## src/hdl/lot_defines.vh

```
`ifndef LOT_DEFINES_VH
`define LOT_DEFINES_VH
// register byte offsets
`define LOT_OFF_CFG 4'h0
`define LOT_OFF_STAT 4'h4
`define LOT_OFF_TIM0 4'h8
`define LOT_OFF_TIM1 4'hC
// configuration fields
`define LOT_CFG_STR_LSB 0
`define LOT_CFG_PDT_BIT 2
`define LOT_CFG_WRLEV_BIT 3
`define LOT_CFG_CATRN_BIT 4
`define LOT_CFG_ZQCAL_BIT 5
`define LOT_CFG_RST 32'h0000_0000
`define LOT_CFG_MASK 32'h0000_003F
// timing fields
`define LOT_TIM0_ODTE_LSB 8
`define LOT_TIM0_CPDED_LSB 16
`define LOT_TIM1_BL_LSB 8
`define LOT_TIM0_MASK 32'h00FF_FFFF
`define LOT_TIM1_MASK 32'h0000_FFFF
`define LOT_RD_OFF_LEAD 8'h02
// status fields
`define LOT_ST_PD 0
`define LOT_ST_ACTPD 1
`define LOT_ST_SREF 2
`define LOT_ST_DPD 3
`define LOT_ST_RDACT 4
`define LOT_ST_TERMDQ 5
`define LOT_ST_TERMDQS 6
`define LOT_ST_RXON 7
`define LOT_ST_REFBLK 8
// default cycle counts
`define LOT_TODTD_DEF 8'h04
`define LOT_TODTE_DEF 8'h04
`define LOT_TCPDED_DEF 8'h02
`define LOT_RL_DEF 8'h0C
`define LOT_BL_DEF 8'h08
// read data for unmapped offsets
`define LOT_UNMAPPED 32'h0000_0000
`endif

```

## src/hdl/lot_delay_count.v

```verilog
`timescale 1ns/10ps
// delays a level change by a programmable number of cycles
module lot_delay_count #(
  parameter W = 8
) (
  // clock and reset
  input wire clk,
  input wire rst_n,
  // level in and programmed delay
  input wire levelIn,
  input wire [W-1:0] delayCycles,
  // delayed level
  output reg levelOut
);
  reg [W-1:0] cnt_reg;

  always @(posedge clk or negedge rst_n)
  begin
    if (!rst_n)
    begin
      cnt_reg <= {W{1'b0}};
      levelOut <= 1'b0;
    end
    else if (levelIn == levelOut)
    begin
      cnt_reg <= {W{1'b0}};
    end
    else if (cnt_reg + {{(W-1){1'b0}}, 1'b1} >= delayCycles)
    begin
      levelOut <= levelIn;
      cnt_reg <= {W{1'b0}};
    end
    else
    begin
      cnt_reg <= cnt_reg + {{(W-1){1'b0}}, 1'b1};
    end
  end
endmodule // lot_delay_count

```

## src/hdl/lot_odt_pd_ctrl.v

```verilog
// The placing of the registers and the Avalon-MM register port are this design's own decisions.
`timescale 1ns/10ps
`include "lot_defines.vh"
// Operation
// - termination follows ODT pin, no sampling
// - reads force termination off
// - nonzero strength and high pin enable
// - pd bit zero: off in power-down
// - pd bit set: pin control kept
// - self refresh disables termination, delayed
// - deep power-down disables termination
// - CA training: termination off
// - write leveling: strobe termination only
// - termination per write/read/cal/training/leveling
// - read window RL-2 to RL+BL/2
// - CKE low with CS_n high: power-down
// - receivers off after tCPDED expires
// - no refresh during power-down
// - CKE high with CS_n high exits
// - idle versus active power-down
module lot_odt_pd_ctrl #(
  parameter CW = 8
) (
  // clock and reset
  input wire clk,
  input wire rst_n,
  // avalon-mm slave
  input wire [3:0] avsAddress,
  input wire avsRead,
  input wire avsWrite,
  input wire [31:0] avsWriteData,
  input wire [3:0] avsByteEnable,
  output reg [31:0] avsReadData,
  output wire avsWaitRequest,
  // memory-side pins and decoded events
  input wire cke,
  input wire csN,
  input wire odtPin,
  input wire readCmd,
  input wire sremEntry,
  input wire sremExit,
  input wire dpdEntry,
  input wire anyRowOpen,
  // termination, receiver and refresh-block controls
  output wire termDq,
  output wire termDqs,
  output wire rxEnable,
  output wire refreshBlock
);
  reg [31:0] cfg_reg;
  reg [31:0] tim0_reg;
  reg [31:0] tim1_reg;
  reg ackPend_reg;
  reg ckePrev_reg;
  reg pd_reg;
  reg actPd_reg;
  reg sref_reg;
  reg dpd_reg;
  reg [CW-1:0] cpdedCnt_reg;
  reg rxOn_reg;
  reg [CW-1:0] rdCnt_reg;
  reg rdBusy_reg;
  reg rdWin_reg;
  wire [1:0] strength = cfg_reg[`LOT_CFG_STR_LSB+1:`LOT_CFG_STR_LSB];
  wire pdTermBit = cfg_reg[`LOT_CFG_PDT_BIT];
  wire wrLev = cfg_reg[`LOT_CFG_WRLEV_BIT];
  wire caTrain = cfg_reg[`LOT_CFG_CATRN_BIT];
  wire zqCal = cfg_reg[`LOT_CFG_ZQCAL_BIT];
  wire [CW-1:0] tOdtd = tim0_reg[CW-1:0];
  wire [CW-1:0] tOdte = tim0_reg[`LOT_TIM0_ODTE_LSB+CW-1:`LOT_TIM0_ODTE_LSB];
  wire [CW-1:0] tCpded = tim0_reg[`LOT_TIM0_CPDED_LSB+CW-1:`LOT_TIM0_CPDED_LSB];
  wire [CW-1:0] rl = tim1_reg[CW-1:0];
  wire [CW-1:0] bl = tim1_reg[`LOT_TIM1_BL_LSB+CW-1:`LOT_TIM1_BL_LSB];
  wire [CW-1:0] rdOff = rl - `LOT_RD_OFF_LEAD;
  wire [CW-1:0] rdOn = rl + {1'b0, bl[CW-1:1]};
  wire pdEnter = ckePrev_reg && !cke && csN;
  wire pdLeave = pd_reg && cke && csN;
  wire dpdCmd = ckePrev_reg && !cke && dpdEntry;
  wire pdGateReq = pd_reg && !pdTermBit;
  wire srGateReq = sref_reg;
  wire dpdGateReq = dpd_reg;
  wire pdGate;
  wire srGate;
  wire dpdGate;
  wire modeOn = (strength != 2'b00);
  wire gateOff = pdGate || srGate || dpdGate || rdWin_reg || caTrain || zqCal;
  // pin level passes straight through, no clock sample
  wire pinTerm = modeOn && odtPin && !gateOff;

  assign termDq = pinTerm && !wrLev;
  assign termDqs = pinTerm;
  assign rxEnable = rxOn_reg;
  assign refreshBlock = pd_reg;
  assign avsWaitRequest = (avsRead || avsWrite) && !ackPend_reg;

  // delayed disables, separate for each mode
  lot_delay_count #(.W(CW)) uPdGate (
    .clk(clk),
    .rst_n(rst_n),
    .levelIn(pdGateReq),
    .delayCycles(pdGateReq ? tOdtd : tOdte),
    .levelOut(pdGate)
  );
  lot_delay_count #(.W(CW)) uSrGate (
    .clk(clk),
    .rst_n(rst_n),
    .levelIn(srGateReq),
    .delayCycles(srGateReq ? tOdtd : tOdte),
    .levelOut(srGate)
  );
  lot_delay_count #(.W(CW)) uDpdGate (
    .clk(clk),
    .rst_n(rst_n),
    .levelIn(dpdGateReq),
    .delayCycles(tOdtd),
    .levelOut(dpdGate)
  );

  // register bus: one wait cycle per access
  always @(posedge clk or negedge rst_n)
  begin
    if (!rst_n)
    begin
      ackPend_reg <= 1'b0;
      cfg_reg <= `LOT_CFG_RST;
      tim0_reg <= {8'h00, `LOT_TCPDED_DEF, `LOT_TODTE_DEF, `LOT_TODTD_DEF};
      tim1_reg <= {16'h0000, `LOT_BL_DEF, `LOT_RL_DEF};
      avsReadData <= 32'h0000_0000;
    end
    else
    begin
      ackPend_reg <= (avsRead || avsWrite) && !ackPend_reg;
      if (avsWrite && ackPend_reg)
      begin
        case (avsAddress)
          `LOT_OFF_CFG: cfg_reg <= avsWriteData & `LOT_CFG_MASK;
          `LOT_OFF_TIM0: tim0_reg <= avsWriteData & `LOT_TIM0_MASK;
          `LOT_OFF_TIM1: tim1_reg <= avsWriteData & `LOT_TIM1_MASK;
          default: cfg_reg <= cfg_reg;
        endcase
      end
      if (avsRead && !ackPend_reg)
      begin
        case (avsAddress)
          `LOT_OFF_CFG: avsReadData <= cfg_reg;
          `LOT_OFF_STAT: avsReadData <= {23'h0, refreshBlock, rxOn_reg, termDqs,
            termDq, rdWin_reg, dpd_reg, sref_reg, actPd_reg, pd_reg};
          `LOT_OFF_TIM0: avsReadData <= tim0_reg;
          `LOT_OFF_TIM1: avsReadData <= tim1_reg;
          default: avsReadData <= `LOT_UNMAPPED;
        endcase
      end
    end
  end

  // power states and receiver gating
  always @(posedge clk or negedge rst_n)
  begin
    if (!rst_n)
    begin
      ckePrev_reg <= 1'b1;
      pd_reg <= 1'b0;
      actPd_reg <= 1'b0;
      sref_reg <= 1'b0;
      dpd_reg <= 1'b0;
      cpdedCnt_reg <= {CW{1'b0}};
      rxOn_reg <= 1'b1;
    end
    else
    begin
      ckePrev_reg <= cke;
      if (pdEnter && !sremEntry)
      begin
        pd_reg <= 1'b1;
        actPd_reg <= anyRowOpen;
      end
      else if (pdLeave)
      begin
        pd_reg <= 1'b0;
        actPd_reg <= 1'b0;
      end
      if (ckePrev_reg && !cke && sremEntry)
        sref_reg <= 1'b1;
      else if (sremExit || (sref_reg && cke))
        sref_reg <= 1'b0;
      if (dpdCmd)
        dpd_reg <= 1'b1;
      else if (dpd_reg && cke)
        dpd_reg <= 1'b0;
      if (cke)
      begin
        cpdedCnt_reg <= {CW{1'b0}};
        rxOn_reg <= 1'b1;
      end
      else if (cpdedCnt_reg >= tCpded)
        rxOn_reg <= 1'b0;
      else
        cpdedCnt_reg <= cpdedCnt_reg + {{(CW-1){1'b0}}, 1'b1};
    end
  end

  // read window from RL-2 to RL+BL/2 after the command
  always @(posedge clk or negedge rst_n)
  begin
    if (!rst_n)
    begin
      rdCnt_reg <= {CW{1'b0}};
      rdBusy_reg <= 1'b0;
      rdWin_reg <= 1'b0;
    end
    else if (readCmd)
    begin
      rdCnt_reg <= {CW{1'b0}};
      rdBusy_reg <= 1'b1;
      rdWin_reg <= rdWin_reg || (rdOff == {CW{1'b0}});
    end
    else if (rdBusy_reg)
    begin
      rdCnt_reg <= rdCnt_reg + {{(CW-1){1'b0}}, 1'b1};
      if (rdCnt_reg + {{(CW-1){1'b0}}, 1'b1} == rdOff)
        rdWin_reg <= 1'b1;
      if (rdCnt_reg + {{(CW-1){1'b0}}, 1'b1} == rdOn)
      begin
        rdWin_reg <= 1'b0;
        rdBusy_reg <= 1'b0;
      end
    end
  end
endmodule // lot_odt_pd_ctrl

```

## config.mk

```make
export PLATFORM = sky130hd
export DESIGN_NAME = lot_odt_pd_ctrl
export DESIGN_NICKNAME = d
export VERILOG_FILES = /design/src/hdl/lot_delay_count.v /design/src/hdl/lot_odt_pd_ctrl.v
export VERILOG_INCLUDE_DIRS = /design/src /design/src/hdl
export SDC_FILE = /design/constraint.sdc
export NUM_CORES = 1
export LEC_CHECK = 0
export BUFFER_PORTS_ARGS = -buffer_cell sky130_fd_sc_hd__buf_2
export CAP_MARGIN = 20
export CORE_UTILIZATION = 63
export DETAILED_ROUTE_END_ITERATION = 6
export PLACE_DENSITY = 0.95
export REMOVE_ABC_BUFFERS = 1
export SLEW_MARGIN = 20
export SYNTH_ARGS = -nofsm -noshare
export SYNTH_HDL_FRONTEND = slang
export SYNTH_SLANG_ARGS = --single-unit
```

## constraint.sdc

```tcl
create_clock -name clk -period 5.1 [get_ports clk]
set_input_delay 0 -clock clk [delete_from_list [all_inputs] [get_ports clk]]
set_output_delay 0 -clock clk [all_outputs]
set_load 0.005 [all_outputs]
```

======== Yosys cells after proc, flatten, opt, wreduce, memory -nomap -nowiden ========
Cells that the tools add are included.
word-level totals
  output and inout port bits .............. 37
  word-level logic and storage cells ...... 119
  bits of input ports ..................... 52
  flip-flop bits (word level) ............. 130
operators by class
  bitwise logic cells ..................... 3
  $lt $le $gt $ge ......................... 4
  equal/unequal tests ..................... 9
  add/sub/neg operators ................... 7
  mux-type cells .......................... 29
  reduce and logical (&&, ||, !) cells .... 46
operator list
  cell                                                                   number
  8-bit 2-to-1 mux                                                       12
  24-bit case mux with 4 select lines                                    1
  8-bit by 1-bit adder with 8-bit output, second input constant          5
  8-bit >= comparator                                                    4
  8-bit equality test                                                    2
  1-bit logical AND                                                      16
  1-bit 2-to-1 mux                                                       16
  2-bit AND reduction                                                    7
  2-bit nonzero test                                                     6
  8-bit by 7-bit adder with 8-bit output                                 1
  4-bit equality test, second input constant                             2
  8-bit logical NOT                                                      1
  1-bit logical OR                                                       8
  8-bit by 2-bit subtractor with 8-bit output, second input constant     1
  1-bit logical NOT                                                      6
  4-bit by 3-bit equality test with 1-bit output, second input constant  1
  4-bit logical NOT                                                      1
  1-bit equality test                                                    3
  1-bit NOT                                                              3
  3-bit nonzero test                                                     1
  2-bit != test, second input constant                                   1

======== Logic depth before layout (Yosys ltp) ========
  word-level depth ........................ 9
  mapped depth ............................ 12
  gate-level depth less buffers ........... 10

======== Cells and area by module ========
From an unflattened synthesis, not the netlist that was laid out.
unflattened totals
  cells, all modules ...................... 631
  area total of the unflattened synthesis .. 7049.3 µm²
modules (own cells, without submodules)
  module           seq. area each (µm²)  times used  cells an instance  area each (µm²)
  lot_odt_pd_ctrl  2387.3                1           448                5127.4
  lot_delay_count  225.2                 3           61                 640.6

======== Worst setup path before layout ========
No wires, ideal clock.
  kind .................................... flip-flop to flip-flop
  start ................................... reg pd_reg, in the netlist refreshBlock
  end ..................................... reg uPdGate.cnt_reg[0]
  stages on the path, launching flop included .. 12
  slack ................................... 2.321 ns
  arrival ................................. 2.667 ns
  library setup time ...................... 0.111 ns
  data required time ...................... 4.989 ns
  buffers on the path ..................... 1
  period minus slack after synthesis ...... 2.779 ns
  cells stage by stage .................... dfrtp_1 nand2b_1 clkbuf_1 mux2_2 ha_1 nand2b_1 a21o_1 a21o_1 a21o_1 a21oi_2 o21ai_2 a2111oi_2
between the ends
  longest elaborated chain between the ends .. 5
  elaborated cells on any way between the ends .. 6
  classes of those cells .................. 1 x order compare; 1 x eq/ne; 3 x mux; 1 x reduce/logical
RTL lines
  element                 line                   source
  from (decl)             lot_odt_pd_ctrl.v:55   reg pd_reg;
  from (signal assigned)  lot_odt_pd_ctrl.v:162  pd_reg <= 1'b0;
  from (signal assigned)  lot_odt_pd_ctrl.v:174  pd_reg <= 1'b1;
  from (signal assigned)  lot_odt_pd_ctrl.v:179  pd_reg <= 1'b0;
  1-bit logical AND *     lot_odt_pd_ctrl.v:79   wire pdGateReq = pd_reg && !pdTermBit;
  8-bit 2-to-1 mux        lot_odt_pd_ctrl.v:101  .delayCycles(pdGateReq ? tOdtd : tOdte),
  8-bit >= comparator     lot_delay_count.v:28   else if (cnt_reg + {{(W-1){1'b0}}, 1'b1} >= delayCycles)
  8-bit 2-to-1 mux        lot_delay_count.v:28
  8-bit 2-to-1 mux *      lot_delay_count.v:24   else if (levelIn == levelOut)
  to (signal assigned)    lot_delay_count.v:26   cnt_reg <= {W{1'b0}};
  to (signal assigned)    lot_delay_count.v:31   cnt_reg <= {W{1'b0}};
  to (signal assigned)    lot_delay_count.v:35   cnt_reg <= cnt_reg + {{(W-1){1'b0}}, 1'b1};
  to (decl)               lot_delay_count.v:15   reg [W-1:0] cnt_reg;
Every way passes the cells marked *; elsewhere a longest branch is shown, timed or not.
A chain may end at the register's enable or synchronous reset.

======== Worst setup path in the final report ========
Same ends and word-level chain as after synthesis.

==> impl_metrics.ini <==
[worst_setup_path]
worstSetupPathType = flip-flop to flip-flop
r2r_end = uPdGate.cnt_reg[0]
rrSetupSlack_ns = 1.86
crit_arrival_ns = 3.55
r2r.worst_path.cells = 10
cp-end-kind = flip-flop
destination_of_the_critical_timing_path = uPdGate.cnt_reg[0]
timing.critical_path.from = refreshBlock
peak_fanout_along_the_critical_path = 19
critical_path.reg2reg.startpoint = refreshBlock
crit_required_ns = 5.41
critical_path.startpoint_type = flip-flop

[drt]
route.antenna.remaining_nets = 0
viasPerCell = 6.46
drt-initial-drc-count = 542
avgRoutedWirePerCell_microns = 20.5
drt_wl_total_microns = 20100
number_of_remaining_drc_errors = 3
vias = 6307
drtPass1Iterations = 7

[placed_design]
io_buffer_count = 68
routabilityCongestion = 0.902
place_ws_ns = 1.97
detailedPlacementHpwl_microns = 12100

[power]
static-leakage-power_uw = 0.00400
pwr_density_cell_nw_per_um2 = 439
max-vdd-ir-drop_uv = 248

[synthesis]
synth_top_cells_by_area = dfrtp_1 40%, ha_1 7.9%, mux2_2 5.7%
synth_cells = 730
post_synth_num_cell_types = 60
syn-cell-area_sq_um = 7100
dominantRegCellSynth = dfrtp_1
post_synth.cell_area_avg_sq_um = 9.73
synth_seq_cells = 122
synth_edf_count = 0
cell_taking_the_most_area_after_synthesis = dfrtp_1
yosys_warnings = 0
postSynth.asyncResetShare_pct = 100
ys_seq_area_share_pct = 43.1
synthDominantCellAreaShare_pct = 40.2

[finish]
layout.cells.most_common_list = 114 x dfrtp_1, 89 x nand2_1, 67 x buf_2
postLayoutCoreUtil_pct = 77.6
relative_area_change_from_synthesis_to_final_layout_pct = 19.5
most_common_cell_after_layout_fill_and_taps_aside = dfrtp_1
antenna_cells_inserted = 0
post_route_cells_drive_above_1_share_pct = 19.4
n_fill_cell = 650
finalNetCount = 922

[timing]
post-route-worst-setup-slack_ns = 1.86
fmaxAchievable_mhz = 309
hold_slack_ns = 0.0748
setup_violations = 0
slew_viol_final = 0
final.min_clock_period_ns = 3.24
skew_ns = 0.0103
fin_crit_sh_pct = 63.5
worst-slew-pin-transition_ns = 1.05
timing.final.hold_violations = 0
unrepaired_setup_endpoints_after_global_routing = false
setup-tns-final_ns = 0
slew_headroom_pct = 30.0

[floorplanning]
start_util_pct = 65.0
die_height_microns = 108
floorplan.die_area_sq_um = 11700
num_rows = 38
die_boundary_width_microns = 108
coreArea_sq_um = 10900
boundaryPins = 89

[clock_network]
hold_buffers = 37
post-cts-setup-buffers = 0
cts_htree_levels = 4
cts.clk_slew.worst_paths_ns = 0.06
insertion_delay_ns = 0.43
cts_root_buf = clkbuf_16
cts_inserted_buffers = 17
cts_max_path_buffers = 2
cts.sinks = 122
ctsResizeCount = 0
cts_tree = done

[global_routing]
globalRouteTotalUtil_pct = 36.6
grt_max_degree = 88
grt_first_pass_wirelength_microns = 32000
overflow = 0
antenna_violations_before_repair = 0
first_global_vias = 6481

[min_path]
hold_path.class = input port to async pin

[outcome]
failed_checks = DRC
outcome = finished, violations left

[job]
max_cap_violations = 0
[power breakdown]
group	switching, uW	total [uW]	internal, uW
sequential	210	1340	1130
combinational	592	1080	487
clock	468	1300	835
total	1270	3720	2450
[final cells by class]
cell class                      count  area, sq um  share of cell area, %
Clock inverter                     13          191                   2.25
Inverter                           29          109                   1.28
Tap cell                          140          175                   2.06
Multi-Input combinational cell    545         3760                   44.3
Sequential cell                   122         3060                   36.1
Timing Repair Buffer              109          747                   8.80
Clock buffer                       19          443                   5.22
[Yosys cell counts (7+ instances only)]
cell	instances
o21ai_0	51
mux2_2	36
ha_1	45
inv_1	29
nor2b_1	7
a21o_1	21
nor2_1	32
clkbuf_1	22
dfstp_2	8
a21oi_1	50
nand2_1	89
buf_4	9
nand3_1	27
and3_1	7
mux2i_1	9
xnor2_1	35
dfrtp_1	114
nand2b_1	15
nand4_1	8
xor2_1	20
a22oi_1	9
[per-stage QoR]
stage / power (uW) / cells / instance area [sq um]
after floorplan: 2030 / 696 / 6930
after global placement: 2260 / 908 / 7480
final: 3720 / 977 / 8490
after CTS: 3680 / 977 / 8490
after global routing: 3890 / 977 / 8490
after detailed placement: 2320 / 908 / 7480
[critical path, stage by stage, from the launching register on]
cell and delay, ns:
dfrtp_1 0.48, nand2b_1 0.55, mux2_2 0.41, ha_1 0.27
nand2b_1 0.14, a21o_1 0.18, a21o_1 0.17, a21o_1 0.18
a21oi_2 0.20, o21ai_2 0.16, a2111oi_2 0.37
[metal layers]
layer  track usage [%]  share of wire, %  up-vias
met5                 0                 0        -
li1                  -                 -     2760
met3              10.2               9.0      103
met4              19.6               4.2        0
met2              62.2                50      403
met1              41.9                37     3041
[cell families after synthesis]
group	Yosys count	synth area share, %
buffers and inverters	70	4.30
xor gates and xnor gates	56	7.01
other	1	0.0528
and+or+nand+nor	220	15.2
DFF	122	43.1
AOI/OAI and AO/OA	170	15.1
adders and majority gates	46	8.21
muxes	45	6.97
[worst min path at each step]
stage | end | slack [ns] | start
floorplan | ackPend_reg | -0.30 | rst_n
global placement | avsReadData[15] | -0.02 | rst_n
detailed placement | avsReadData[15] | -0.01 | rst_n
CTS | avsReadData[15] | 0.09 | rst_n
global route | avsReadData[12] | 0.13 | rst_n
finish | tim0_reg[15] | 0.07 | rst_n
Power figures use the tool's default switching activity.
